==> src/logic/pchtp_pkg.sv <==
package pchtp_pkg;

  localparam int          DATA_W        = 16;
  localparam int          FIFO_DEPTH    = 4;
  localparam logic [15:0] STOP_PTR_INIT = 16'h01ff;
  localparam logic [15:0] WORD_STEP     = 16'h0002;
  localparam logic [15:0] BYTE_STEP     = 16'h0001;
  localparam logic [7:0]  CMD_WRITE_BUF = 8'he8;
  localparam logic [3:0]  CMD_FORMAT_HI = 4'h5;
  localparam logic [3:0]  CMD_WRITE_HI  = 4'h3;
  localparam int          CMD_LONG_BIT  = 1;
  localparam logic [7:0]  CMD_DIAG      = 8'h90;
  localparam logic [1:0]  ECC_SEL_32    = 2'h0;
  localparam logic [1:0]  ECC_SEL_56    = 2'h1;
  localparam logic [3:0]  ECC_BYTES_32  = 4'h4;
  localparam logic [3:0]  ECC_BYTES_56  = 4'h7;
  localparam logic [3:0]  ECC_BYTES_88  = 4'hb;

  typedef enum logic [1:0] {XIDLE, XRUN, XDRAIN, XECC} pchtp_xfer_t;

  typedef struct packed {
    logic       atMode;
    logic       demandModeEn;
    logic       pioSelect;
    logic       hostDmaGateEnable;
    logic       xtDmaEnable;
    logic       fixedDiskDmaBit;
    logic [1:0] waitCount;
    logic       autoWaitEn;
    logic       stopPtrDisable;
    logic       masterSlaveEn;
    logic       slaveSelect;
    logic [1:0] eccSelect;
    logic       mcuIrqEn;
  } pchtp_cfg_t;

  typedef struct packed {
    logic        ior_n;
    logic        iow_n;
    logic        dack_n;
    logic        dataSel;
    logic        cmdSel;
    logic        ioSel;
    logic        atDriveSel;
    logic        xtSlaveBit;
    logic [15:0] wrData;
  } pchtp_host_in_t;

  localparam pchtp_host_in_t HOST_IDLE = '{ior_n: 1'b1, iow_n: 1'b1, dack_n: 1'b1, default: '0};

  function automatic logic [3:0] eccBytes(input logic [1:0] sel);
    return (sel == ECC_SEL_32) ? ECC_BYTES_32 : (sel == ECC_SEL_56) ? ECC_BYTES_56 : ECC_BYTES_88;
  endfunction

  function automatic logic isAutoCmd(input logic [7:0] cmd);
    return (cmd[7:4] == CMD_FORMAT_HI) || (cmd[7:4] == CMD_WRITE_HI) || (cmd == CMD_WRITE_BUF);
  endfunction

endpackage

==> src/logic/pchtp_port.sv <==
`timescale 1ns/1ps

// Power-of-two depth only: pointers wrap by overflow
module pchtp_fifo #(
  parameter int W     = 16,
  parameter int DEPTH = 4
) (
  // Clock and reset
  input  wire logic         core_clk,
  input  wire logic         rstn,
  // Fill side
  input  wire logic         inValid,
  input  wire logic [W-1:0] inData,
  output logic              inReady,
  // Drain side
  output logic              outValid,
  output logic [W-1:0]      outData,
  input  wire logic         outReady
);
  localparam int AW = $clog2(DEPTH);

  typedef struct packed {
    logic [DEPTH-1:0][W-1:0] mem;
    logic [AW-1:0]           wrPtr;
    logic [AW-1:0]           rdPtr;
    logic [AW:0]             count;
  } pchtp_fifo_state_t;

  pchtp_fifo_state_t st_reg;
  pchtp_fifo_state_t st_next;
  logic              push;
  logic              pop;

  assign inReady  = st_reg.count != (AW+1)'(DEPTH);
  assign outValid = st_reg.count != '0;
  assign outData  = st_reg.mem[st_reg.rdPtr];
  assign push     = inValid && inReady;
  assign pop      = outReady && outValid;

  always_comb begin
    st_next = st_reg;
    if (push) begin
      st_next.mem[st_reg.wrPtr] = inData;
      st_next.wrPtr             = st_reg.wrPtr + 1'b1;
    end
    if (pop) begin
      st_next.rdPtr = st_reg.rdPtr + 1'b1;
    end
    st_next.count = st_reg.count + (AW+1)'(push) - (AW+1)'(pop);
  end

  always_ff @(posedge core_clk) begin
    if (!rstn) begin
      st_reg <= '0;
    end else begin
      st_reg <= st_next;
    end
  end
endmodule // pchtp_fifo

// Operation
// - No host interrupt while DMA active
// - XT DMA single or demand when enabled
// - AT PIO select blocks all DMA
// - AT ungated DMA enabled whenever PIO not selected
// - AT gated DMA needs fixed-disk bit
// - Single mode drops request on acknowledge
// - Demand mode holds request unless buffer limited
// - Wait states only in programmed I/O
// - Programmed wait count on every I/O
// - Automatic waits when buffer not ready
// - Automatic waits follow the programmed count
// - Write-type commands auto-start host data intake
// - Auto-start interrupts microcontroller when enabled
// - Auto-start loads fixed stop pointer
// - Auto-start locks formatter and register access
// - Unlock write restores access and formatter
// - Long command runs past stop pointer
// - Drain words, then ECC bytes in byte mode
// - Master/slave selection by drive bits
// - All accept writes; only selected execute, except diagnostic, which all execute
module pchtp_port (
  // Clock and reset
  input  wire logic                  core_clk,
  input  wire logic                  rstn,
  // Configuration
  input  wire pchtp_pkg::pchtp_cfg_t cfg,
  // Microcontroller side
  input  wire logic                  xferStart,
  input  wire logic                  xferDirRead,
  input  wire logic                  stopLoad,
  input  wire logic [15:0]           stopValue,
  input  wire logic                  unlockWrite,
  input  wire logic                  hostIrqReq,
  output logic                       mcuIrq,
  output logic                       formatterConnected,
  output logic                       mcuRegWriteAllow,
  output logic                       mcuBufAccessAllow,
  // Host pins
  input  wire pchtp_pkg::pchtp_host_in_t hostIn,
  output logic                       hostDreq,
  output logic                       hostIochrdyOe,
  output logic [15:0]                hostRdData,
  output logic                       hostDataOe,
  output logic                       hostIrq,
  // Status
  output logic [15:0]                hostBufferPointer,
  output logic [15:0]                stopPointer,
  output logic                       xferDone,
  output logic                       hostByteMode,
  output logic [7:0]                 cmdByte,
  output logic                       execCommand,
  output logic                       reportBoth,
  // Buffer manager side
  output logic                       bufWrValid,
  output logic [15:0]                bufWrData,
  input  wire logic                  bufWrReady,
  input  wire logic                  bufRdValid,
  input  wire logic [15:0]           bufRdData,
  output logic                       bufRdReady
);
  import pchtp_pkg::*;

  typedef struct packed {
    pchtp_host_in_t sync1;
    pchtp_host_in_t sync2;
    logic           iorPrev;
    logic           iowPrev;
    pchtp_xfer_t    xfer;
    logic           dirRead;
    logic           longCmd;
    logic           locked;
    logic           stopArmed;
    logic [15:0]    hostPtr;
    logic [15:0]    stopPtr;
    logic [3:0]     eccLeft;
    logic [1:0]     waitLeft;
    logic           popped;
    logic           dreq;
    logic           waitOe;
    logic           dataOe;
    logic [15:0]    rdData;
    logic           hostIrq;
    logic           mcuIrq;
    logic           xferDone;
    logic           byteMode;
    logic           execCmd;
    logic           reportBoth;
    logic [7:0]     cmdByte;
  } pchtp_state_t;

  localparam pchtp_state_t STATE_RESET = '{sync1: HOST_IDLE, sync2: HOST_IDLE, iorPrev: 1'b1,
                                           iowPrev: 1'b1, xfer: XIDLE, default: '0};

  pchtp_state_t   st_reg;
  pchtp_state_t   st_next;
  pchtp_host_in_t h;
  logic           iorEnd;
  logic           iowEnd;
  logic           strobeStart;
  logic           strobeActive;
  logic           pioCycle;
  logic           selected;
  logic           diagCmd;
  logic           dmaOk;
  logic           xferActive;
  logic           xferCycle;
  logic           devReady;
  logic           hostPush;
  logic           hostPop;
  logic           cmdWrite;
  logic           autoCmd;
  logic           stopHit;
  logic           okReq;
  logic           fifoInValid;
  logic [15:0]    fifoInData;
  logic           fifoInReady;
  logic           fifoOutValid;
  logic [15:0]    fifoOutData;
  logic           fifoOutReady;

  // Only the second synchroniser stage is looked at
  assign h            = st_reg.sync2;
  assign iorEnd       = h.ior_n && !st_reg.iorPrev;
  assign iowEnd       = h.iow_n && !st_reg.iowPrev;
  assign strobeStart  = (!h.ior_n && st_reg.iorPrev) || (!h.iow_n && st_reg.iowPrev);
  assign strobeActive = !h.ior_n || !h.iow_n;
  assign pioCycle     = strobeActive && h.ioSel && h.dack_n;
  assign selected     = !cfg.masterSlaveEn ||
                        (cfg.atMode ? (h.atDriveSel == cfg.slaveSelect)
                                    : (h.xtSlaveBit == cfg.slaveSelect));
  assign diagCmd      = h.wrData[7:0] == CMD_DIAG;
  assign dmaOk        = selected && (cfg.atMode
                        ? (!cfg.pioSelect && (!cfg.hostDmaGateEnable || cfg.fixedDiskDmaBit))
                        : cfg.xtDmaEnable);
  assign xferActive   = st_reg.xfer != XIDLE;
  assign xferCycle    = xferActive && (h.dack_n ? (h.dataSel && selected) : dmaOk);
  assign devReady     = st_reg.dirRead ? (fifoOutValid || st_reg.popped) : fifoInReady;
  assign hostPush     = !st_reg.dirRead && iowEnd && xferCycle;
  assign hostPop      = st_reg.dirRead && !h.ior_n && !st_reg.popped && xferCycle && fifoOutValid;
  assign cmdWrite     = iowEnd && h.cmdSel;
  assign autoCmd      = cmdWrite && selected && isAutoCmd(h.wrData[7:0]);
  // Word mode hits on the word that holds the stop byte, so an odd stop value still ends
  assign stopHit      = st_reg.stopArmed && (st_reg.hostPtr[15:1] == st_reg.stopPtr[15:1]);
  assign okReq        = (st_reg.xfer == XRUN || st_reg.xfer == XECC) && dmaOk && devReady;

  // Read direction fills from the buffer, write direction from the host
  assign fifoInValid  = st_reg.dirRead ? (bufRdValid && st_reg.xfer != XDRAIN) : hostPush;
  assign fifoInData   = st_reg.dirRead ? bufRdData : h.wrData;
  assign fifoOutReady = st_reg.dirRead ? hostPop : bufWrReady;
  assign bufRdReady   = st_reg.dirRead && fifoInReady && st_reg.xfer != XDRAIN;
  assign bufWrValid   = !st_reg.dirRead && fifoOutValid;
  assign bufWrData    = fifoOutData;

  pchtp_fifo #(
    .W     (DATA_W),
    .DEPTH (FIFO_DEPTH)
  ) u_fifo (
    .core_clk (core_clk),
    .rstn     (rstn),
    .inValid  (fifoInValid),
    .inData   (fifoInData),
    .inReady  (fifoInReady),
    .outValid (fifoOutValid),
    .outData  (fifoOutData),
    .outReady (fifoOutReady)
  );

  always_comb begin
    logic       done;
    logic [1:0] wl;
    done    = 1'b0;
    wl      = st_reg.waitLeft;
    st_next = st_reg;
    st_next.sync1   = hostIn;
    st_next.sync2   = st_reg.sync1;
    st_next.iorPrev = h.ior_n;
    st_next.iowPrev = h.iow_n;
    st_next.execCmd = 1'b0;
    st_next.mcuIrq  = 1'b0;

    // Host read data is taken from the FIFO once per strobe
    if (hostPop) begin
      st_next.popped = 1'b1;
      st_next.rdData = fifoOutData;
    end
    if (iorEnd) begin
      st_next.popped = 1'b0;
    end
    st_next.dataOe = !h.ior_n && xferCycle && st_reg.dirRead;

    // A write into a full FIFO is lost and does not advance the pointer
    done = xferCycle && (st_reg.dirRead ? (iorEnd && st_reg.popped) : (hostPush && fifoInReady));

    unique case (st_reg.xfer)
      XIDLE: begin
        if (xferStart && !st_reg.locked) begin
          st_next.xfer     = XRUN;
          st_next.dirRead  = xferDirRead;
          st_next.xferDone = 1'b0;
        end
      end
      XRUN: begin
        if (done) begin
          st_next.hostPtr = st_reg.hostPtr + WORD_STEP;
          if (stopHit) begin
            if (st_reg.longCmd) begin
              st_next.xfer = XDRAIN;
            end else begin
              st_next.xfer     = XIDLE;
              st_next.xferDone = 1'b1;
            end
          end
        end
      end
      XDRAIN: begin
        if (!fifoOutValid && !st_reg.popped) begin
          st_next.xfer     = XECC;
          st_next.byteMode = 1'b1;
          st_next.eccLeft  = eccBytes(cfg.eccSelect);
        end
      end
      XECC: begin
        if (done) begin
          st_next.hostPtr = st_reg.hostPtr + BYTE_STEP;
          st_next.eccLeft = st_reg.eccLeft - 4'h1;
          if (st_reg.eccLeft == 4'h1) begin
            st_next.xfer     = XIDLE;
            st_next.byteMode = 1'b0;
            st_next.xferDone = 1'b1;
          end
        end
      end
    endcase

    // Stop pointer and transfer registers are closed while locked
    if (stopLoad && !st_reg.locked) begin
      st_next.stopPtr   = stopValue;
      st_next.stopArmed = 1'b1;
    end
    if (unlockWrite) begin
      st_next.locked = 1'b0;
    end

    // Every controller captures the command, only the selected one acts unless it is the diagnostic command
    if (cmdWrite) begin
      st_next.cmdByte    = h.wrData[7:0];
      // A completion in the same cycle wins over the clear
      st_next.xferDone   = st_next.xferDone && !st_reg.xferDone;
      st_next.execCmd    = selected || diagCmd;
      st_next.reportBoth = diagCmd && cfg.masterSlaveEn && !cfg.slaveSelect;
      st_next.longCmd    = h.wrData[CMD_LONG_BIT];
    end
    if (autoCmd) begin
      st_next.xfer      = XRUN;
      st_next.dirRead   = 1'b0;
      st_next.byteMode  = 1'b0;
      st_next.stopPtr   = STOP_PTR_INIT;
      st_next.stopArmed = !cfg.stopPtrDisable;
      st_next.locked    = 1'b1;
      st_next.mcuIrq    = cfg.mcuIrqEn;
    end

    // Programmed count first, then automatic waits while not ready
    if (strobeStart) begin
      wl = cfg.waitCount;
    end else if (wl != 2'h0) begin
      wl = wl - 2'h1;
    end
    st_next.waitLeft = wl;
    st_next.waitOe   = pioCycle && ((wl != 2'h0) ||
                       (cfg.autoWaitEn && h.dataSel && xferActive && !devReady));

    // Demand mode keeps requesting through acknowledge, single mode releases
    st_next.dreq    = cfg.demandModeEn ? okReq : (okReq && h.dack_n);
    st_next.hostIrq = hostIrqReq && !(xferActive && dmaOk);
  end

  always_ff @(posedge core_clk) begin
    if (!rstn) begin
      st_reg <= STATE_RESET;
    end else begin
      st_reg <= st_next;
    end
  end

  assign mcuIrq             = st_reg.mcuIrq;
  assign formatterConnected = !st_reg.locked;
  assign mcuRegWriteAllow   = !st_reg.locked;
  assign mcuBufAccessAllow  = !st_reg.locked;
  assign hostDreq           = st_reg.dreq;
  assign hostIochrdyOe      = st_reg.waitOe;
  assign hostRdData         = st_reg.rdData;
  assign hostDataOe         = st_reg.dataOe;
  assign hostIrq            = st_reg.hostIrq;
  assign hostBufferPointer  = st_reg.hostPtr;
  assign stopPointer        = st_reg.stopPtr;
  assign xferDone           = st_reg.xferDone;
  assign hostByteMode       = st_reg.byteMode;
  assign cmdByte            = st_reg.cmdByte;
  assign execCommand        = st_reg.execCmd;
  assign reportBoth         = st_reg.reportBoth;
endmodule // pchtp_port

==> config.mk <==
export PLATFORM = sky130hd
export DESIGN_NAME = pchtp_port
export DESIGN_NICKNAME = d
export VERILOG_FILES = /design/src/logic/pchtp_pkg.sv /design/src/logic/pchtp_port.sv
export SDC_FILE = /design/constraint.sdc
export NUM_CORES = 1
export LEC_CHECK = 0
export ABC_AREA = 1
export BUFFER_PORTS_ARGS = -buffer_cell sky130_fd_sc_hd__buf_2
export CORE_MARGIN = 2
export CORE_UTILIZATION = 43
export CTS_BUF_LIST = sky130_fd_sc_hd__clkbuf_4 sky130_fd_sc_hd__clkbuf_8
export CTS_CLUSTER_SIZE = 24
export DETAILED_ROUTE_END_ITERATION = 16
export GPL_TIMING_DRIVEN = 0
export PLACE_DENSITY_LB_ADDON = 0.05
export SLEW_MARGIN = 10
export SYNTH_ARGS = -nofsm -noshare
export SYNTH_HDL_FRONTEND = slang
export SYNTH_SLANG_ARGS = --single-unit
==> constraint.sdc <==
create_clock -name core_clk -period 3.2 [get_ports core_clk]
set_input_delay 0.64 -clock core_clk [delete_from_list [all_inputs] [get_ports core_clk]]
set_output_delay 0.64 -clock core_clk [all_outputs]
set_load 0.005 [all_outputs]
==> Word level (Yosys, flattened, before mapping) <==
Index checks and enable logic that the tools add are counted.
{ "totals": {"regBits": 199, "output_inout_bits": 86} }
{ "op_classes": {"n_addsub": 8, "order_cmp": 3, "eq_ne": 26, "muxes": 49, "bitwise_logic": 1, "reduce_logical": 93} }
{ "op_table": {"columns": ["op", "count"], "rows": [
  ["16-bit two-way mux", 5],
  ["64-bit bitwise mux", 1],
  ["1-bit logical AND", 47],
  ["16-bit binary-select mux with 2-bit select", 1],
  ["16-bit demux with 2-bit select", 1],
  ["16-bit one-hot mux with 2 select lines", 1],
  ["2-bit two-way mux", 12],
  ["9-bit two-way mux", 2],
  ["3-bit != test, second input constant", 6],
  ["1-bit two-way mux", 17],
  ["16-bit by 1-bit adder with 16-bit output, second input constant", 1],
  ["16-bit by 2-bit adder with 16-bit output, second input constant", 1],
  ["8-bit equality test, second input constant", 2],
  ["1-bit zero test", 16],
  ["4-bit two-way mux", 4],
  ["15-bit equality test", 1],
  ["2-bit nonzero test", 7],
  ["2-bit != test, second input constant", 6],
  ["6-bit AND reduction", 2],
  ["1-bit logical OR", 10],
  ["2-bit one-hot mux with 4 select lines", 1],
  ["4-bit one-hot mux with 2 select lines", 1],
  ["2-bit by 3-bit less-than comparator with 1-bit output, second input constant", 2],
  ["2-bit AND reduction", 3],
  ["other kinds (23)", 30]
]} }

==> Logic depth before layout (Yosys ltp) <==
{ "depth": {"ltp_word": 15, "mapped_depth": 18, "ltp_nobuf": 18} }

==> By module <==
From an unflattened synthesis, not the netlist that was laid out.
{ "unflattened": {"cells_unflattened": 1522, "hier_area_um2": 10174.8} }
{ "by_module_without_submodules": {"columns": ["module", "n_inst", "cells_per_inst", "area_each_um2"], "rows": [
  ["pchtp_port", 1, 876, 6120.9],
  ["pchtp_fifo", 1, 646, 4053.9]
]} }

==> Worst setup path after synthesis <==
No wires, ideal clock.
{ "synth_path": {"path_kind": "input to register", "startpoint": "in cfg[14] (netlist name)", "endpoint": "reg u_fifo.st_reg[2] (netlist name)", "arrival_time_ns": 2.526, "path_slack_ns": 0.604, "stages": 17, "cell_sequence": "inv_2 > nand2_1 > nand2_1 > nand2_1 > nand3_2 > nand4_1 > nor2_2 > inv_2 > nand2_1 > ha_1 > inv_1 > ha_1 > inv_1 > fa_1 > inv_1 > o21ai_0 > a21oi_1"} }
{ "synth_between": {"elab_chain_cells": 10} }
{ "synth_rtl": {"columns": ["item", "line_no", "rtl"], "rows": [
  ["start: declaration", "pchtp_port.sv:87", "input wire pchtp_pkg::pchtp_cfg_t cfg,"],
  ["1-bit two-way mux", "pchtp_port.sv:190", "(cfg.atMode ? (h.atDriveSel == cfg.slaveSelect)"],
  ["1-bit logical OR", "pchtp_port.sv:189", "assign selected = !cfg.masterSlaveEn ||"],
  ["1-bit logical AND (on tied branches)", "pchtp_port.sv:193, pchtp_port.sv:197", null],
  ["1-bit two-way mux (*)", "pchtp_port.sv:197", "assign xferCycle = xferActive && (h.dack_n ? (h.dataSel && selected) : dmaOk);"],
  ["1-bit logical AND (*)", "pchtp_port.sv:197", null],
  ["1-bit logical AND (*) (2 in a row)", "pchtp_port.sv:200", "assign hostPop = st_reg.dirRead && !h.ior_n && !st_reg.popped && xferCycle && fifoOutValid;"],
  ["1-bit two-way mux (*)", "pchtp_port.sv:210", "assign fifoOutReady = st_reg.dirRead ? hostPop : bufWrReady;"],
  ["1-bit logical AND (*)", "pchtp_port.sv:38", "assign pop = outReady && outValid;"],
  ["via u_fifo.pop", "pchtp_port.sv:32", "logic pop;"],
  ["3-bit by 1-bit subtractor with 3-bit output (*)", "pchtp_port.sv:49", "st_next.count = st_reg.count + (AW+1)'(push) - (AW+1)'(pop);"],
  ["end signal: assignment", "pchtp_port.sv:56", "st_reg <= st_next;"],
  ["end: declaration", "pchtp_port.sv:29", "pchtp_fifo_state_t st_reg;"]
]} }
Mark *: on every way through the listed nets, which the timed path passes. The rest lies on a longest branch.
A chain may end at the register's enable or synchronous reset.

==> Final worst setup path <==
{ "layout_path": {"startpoint": "reg u_fifo.st_reg[3] (netlist name)", "endpoint": "out bufWrData[8]"} }
{ "layout_between": {"elab_chain_cells": 2} }
{ "layout_rtl": {"columns": ["item", "line_no", "rtl"], "rows": [
  ["16-bit binary-select mux with 2-bit select", "pchtp_port.sv:36", "assign outData = st_reg.mem[st_reg.rdPtr];"],
  ["16-bit two-way mux (implied by the code)", "pchtp_port.sv:36", null],
  ["end: declaration", "pchtp_port.sv:116", "output logic [15:0] bufWrData,"]
]} }
Every way passes these cells. The select of a mux whose other input is x is not followed.

==> flow_metrics.py <==
metrics = {
    "detailed_routing": {
        "via_per_inst": 4.94,
        "ant_nets": 0,
        "drc": 0,
        "route.vias.total": 9106,
        "dr.pass1.iters": 6,
        "drt-initial-drc-count": 659,
        "routed_wl_um": 29300,
        "wire_per_inst_um": 15.9,
    },
    "timing": {
        "tns_ns": 0,
        "worst_pin_slew_ns": 0.968,
        "finClkSkew_ns": 0.0192,
        "fin_hold_ws_ns": 0.316,
        "rsz0062_at_grt": "false",
        "fmax_ghz": 0.334,
        "final.period_utilization": 0.936,
        "slew_headroom": 0.348,
        "hold_viol_final": 0,
        "period_needed_ns": 3.00,
        "setup_viol": 0,
        "report.final.slew_viol_count": 0,
    },
    "logic_synthesis": {
        "synth_nets": 1456,
        "synth_cell_types": 43,
        "synth_top_area_frac": 0.413,
        "yosys-top-cells-area": "dfxtp_1, nand2_1, nor2_1",
        "postSynthCellCount": 1365,
        "yosysTopAreaCell": "dfxtp_1",
        "yosys_warnings": 0,
        "synth_area_per_cell_sq_um": 7.02,
        "syn_area_sq_um": 9590,
        "ys_seq_area_frac": 0.413,
        "ys_ff_latch": 198,
    },
    "power_and_ir_drop": {
        "seqPwrFrac": 0.476,
        "clockPowerShare": 0.320,
        "power_density_nw_per_um2": 488,
        "p_int_w": 0.00357,
        "p_sw_frac": 0.347,
        "irDropWorstVdd_mv": 0.286,
        "power_frac_comb": 0.203,
        "p_leak_nw": 5.43,
        "p_switching_w": 0.00190,
    },
    "place": {
        "place_congestion": 0.913,
        "dp.cells": 1809,
        "port_buffers": 164,
        "dp_hpwl_um": 21900,
    },
    "cts": {
        "clk_pin_slew_worst_paths_ns": 0.13,
        "htreeDepth": 4,
        "cts_buffer_depth": 2,
        "cts_root_buf": "clkbuf_8",
        "cts_made_buffers": 17,
        "cts_tree": "done",
        "cts_sinks": 198,
        "clk_latency_ns": 0.49,
    },
    "setup_path": {
        "crit_path_frequent_cell": "clkbuf_1",
        "worstPathRequired_ns": 2.56,
        "critical-path-slowest-cell": "clkbuf_1",
        "slowest_delay_ns": 0.44,
        "crit_type": "reg -> out",
        "start_kind": "register",
        "cp-end-kind": "output port",
        "crit_fanout": 10,
        "crit_arrival_ns": 2.36,
        "cp_cell_sequence": "clkbuf_1, inv_1, clkbuf_1, o21ai_0, o22ai_1, buf_2",
    },
    "floorplanning": {
        "ios": 166,
        "start_util": 0.439,
        "die_width_um": 153,
        "die-area_sq_um": 23500,
        "core_sq_um": 21800,
        "std_cell_rows": 54,
        "die_y_um": 153,
    },
    "global_route": {
        "grt_pass1_vias": 8333,
        "grt_pass1_wl_um": 45500,
        "grt-ovfl-total": 0,
        "grt_max_degree": 24,
        "grt_usage": 0.247,
        "antenna_found_initial": 2,
    },
    "finish": {
        "fill_cells": 2335,
        "nNetsFinal": 1639,
        "regArea_sq_um": 3960,
        "largest_reg_flops": 71,
        "final_cell_mix": "nand2_1, dfxtp_1, nor2_1",
        "drive_gt1_frac": 0.202,
        "fin_cells": 1842,
        "utilization": 0.514,
        "mostFrequentLayoutCell": "nand2_1",
        "syn2layout_area_growth_pct": 16.9,
        "multiInputGateArea_sq_um": 4360,
    },
    "worst_hold_path": {
        "hp-class": "in -> reg",
    },
    "status": {
        "status": "complete, no violations",
    },
    "run": {
        "drv_cap": 0,
    },
}
## Yosys cell counts
library cell,count
fa_1,1
or2_2,7
nand3_2,1
clkbuf_1,49
buf_1,6
buf_12,1
a21oi_1,93
o21ai_0,101
nor4_1,1
or2_1,1
buf_6,6
inv_2,6
a22o_1,1
a221oi_1,1
dfxtp_1,198
o2111ai_1,1
o31ai_1,2
o22ai_1,17
ha_1,10
buf_2,7
mux2i_1,9
clkinv_1,2
xnor2_1,5
o211ai_1,2
nand3_1,98
nand4_1,6
nand3b_1,3
a21oi_2,20
nor3b_1,1
inv_1,115
o21ai_1,1
nor3_1,13
a31oi_1,3
nand4_2,1
xor2_1,18
o2bb2ai_1,1
a211oi_1,1
nor2_2,4
buf_4,59
nor2_1,185
nand2_1,304
nand2_2,2
buf_8,2
## cells by family after synthesis
group,Yosys count,share of synthesized area
AND/OR/NAND/NOR,627,0.269
buffers and inverters,253,0.132
AO/OA/AOI/OAI,244,0.141
flip-flops,198,0.413
XOR/XNOR,23,0.0210
adder cells (fa/ha/maj),11,0.0151
multiplexers,9,0.00940
## power groups by stage
stage / Sequential (W) / Combinational (W) / Clock, W
after global routing: 0.00262 / 0.00125 / 0.00189
after floorplan: 0.00265 / 0.000683 / 0
after CTS: 0.00260 / 0.00111 / 0.00179
after global placement: 0.00266 / 0.00110 / 0
final: 0.00261 / 0.00111 / 0.00175
after detailed placement: 0.00266 / 0.00110 / 0
## cell type report
| class | instances | area share |
|---|---|---|
| clock inverters | 15 | 0.0189 |
| diodes | 1 | 0.000223 |
| well taps | 280 | 0.0312 |
| plain buffers | 130 | 0.0719 |
| clock buffers | 17 | 0.0209 |
| multi-input cells | 914 | 0.389 |
| inverters | 123 | 0.0412 |
| flip-flops and latches | 198 | 0.354 |
| repair buffers | 164 | 0.0732 |
## per-stage QoR
step / instance area (sq um) / worst slack [ns] / total power [W]
3_5_place_dp: 10800 / -0.134 / 0.00376
2_1_floorplan: 9590 / 0.604 / 0.00333
4_1_cts: 11200 / 0.112 / 0.00550
6_report: 11200 / 0.203 / 0.00547
3_3_place_gp: 10800 / -0.114 / 0.00376
5_1_grt: 11200 / 0.00379 / 0.00575
## routing by layer
metal / wire length, um / vias up / global-route usage / part of all wire
li1: - / 4679 / - / -
met1: 14200 / 4129 / 0.351 / 0.48
met2: 12900 / 270 / 0.385 / 0.44
met3: 1790 / 26 / 0.0513 / 0.061
met4: 416 / 2 / 0.0560 / 0.014
met5: 13 / - / 0 / 0.00044
## final timing paths
kind	from	end	slack, ns	cells past startpoint
worst max-delay path	u_fifo.st_reg[3]$_SDFFE_PN0P_	bufWrData[8]	0.20	6
worst min register to register	st_next[82]$_SDFF_PN0_	h[2]$_SDFF_PN0_	0.42	2
worst max register to register	st_reg[76]$_SDFFE_PN0P_	u_fifo.st_reg[2]$_SDFF_PN0_	0.31	15
worst min-delay path	hostIn[3]	st_next[83]$_SDFF_PN0_	0.32	3
## critical path: cells and delay by family, from the launching register on
family | cells | cell delay, ns
DFF | 1 | 0.33
AOI/OAI and AO/OA | 2 | 0.44
buffers and inverters | 4 | 1.10
## what timing repair did
item,in CTS,in global routing
endpoints found under the setup margin,0,3
gates resized for setup,0,6
buffers inserted,0,0
hold buffers,0,0
Power figures use the tool's default switching activity.
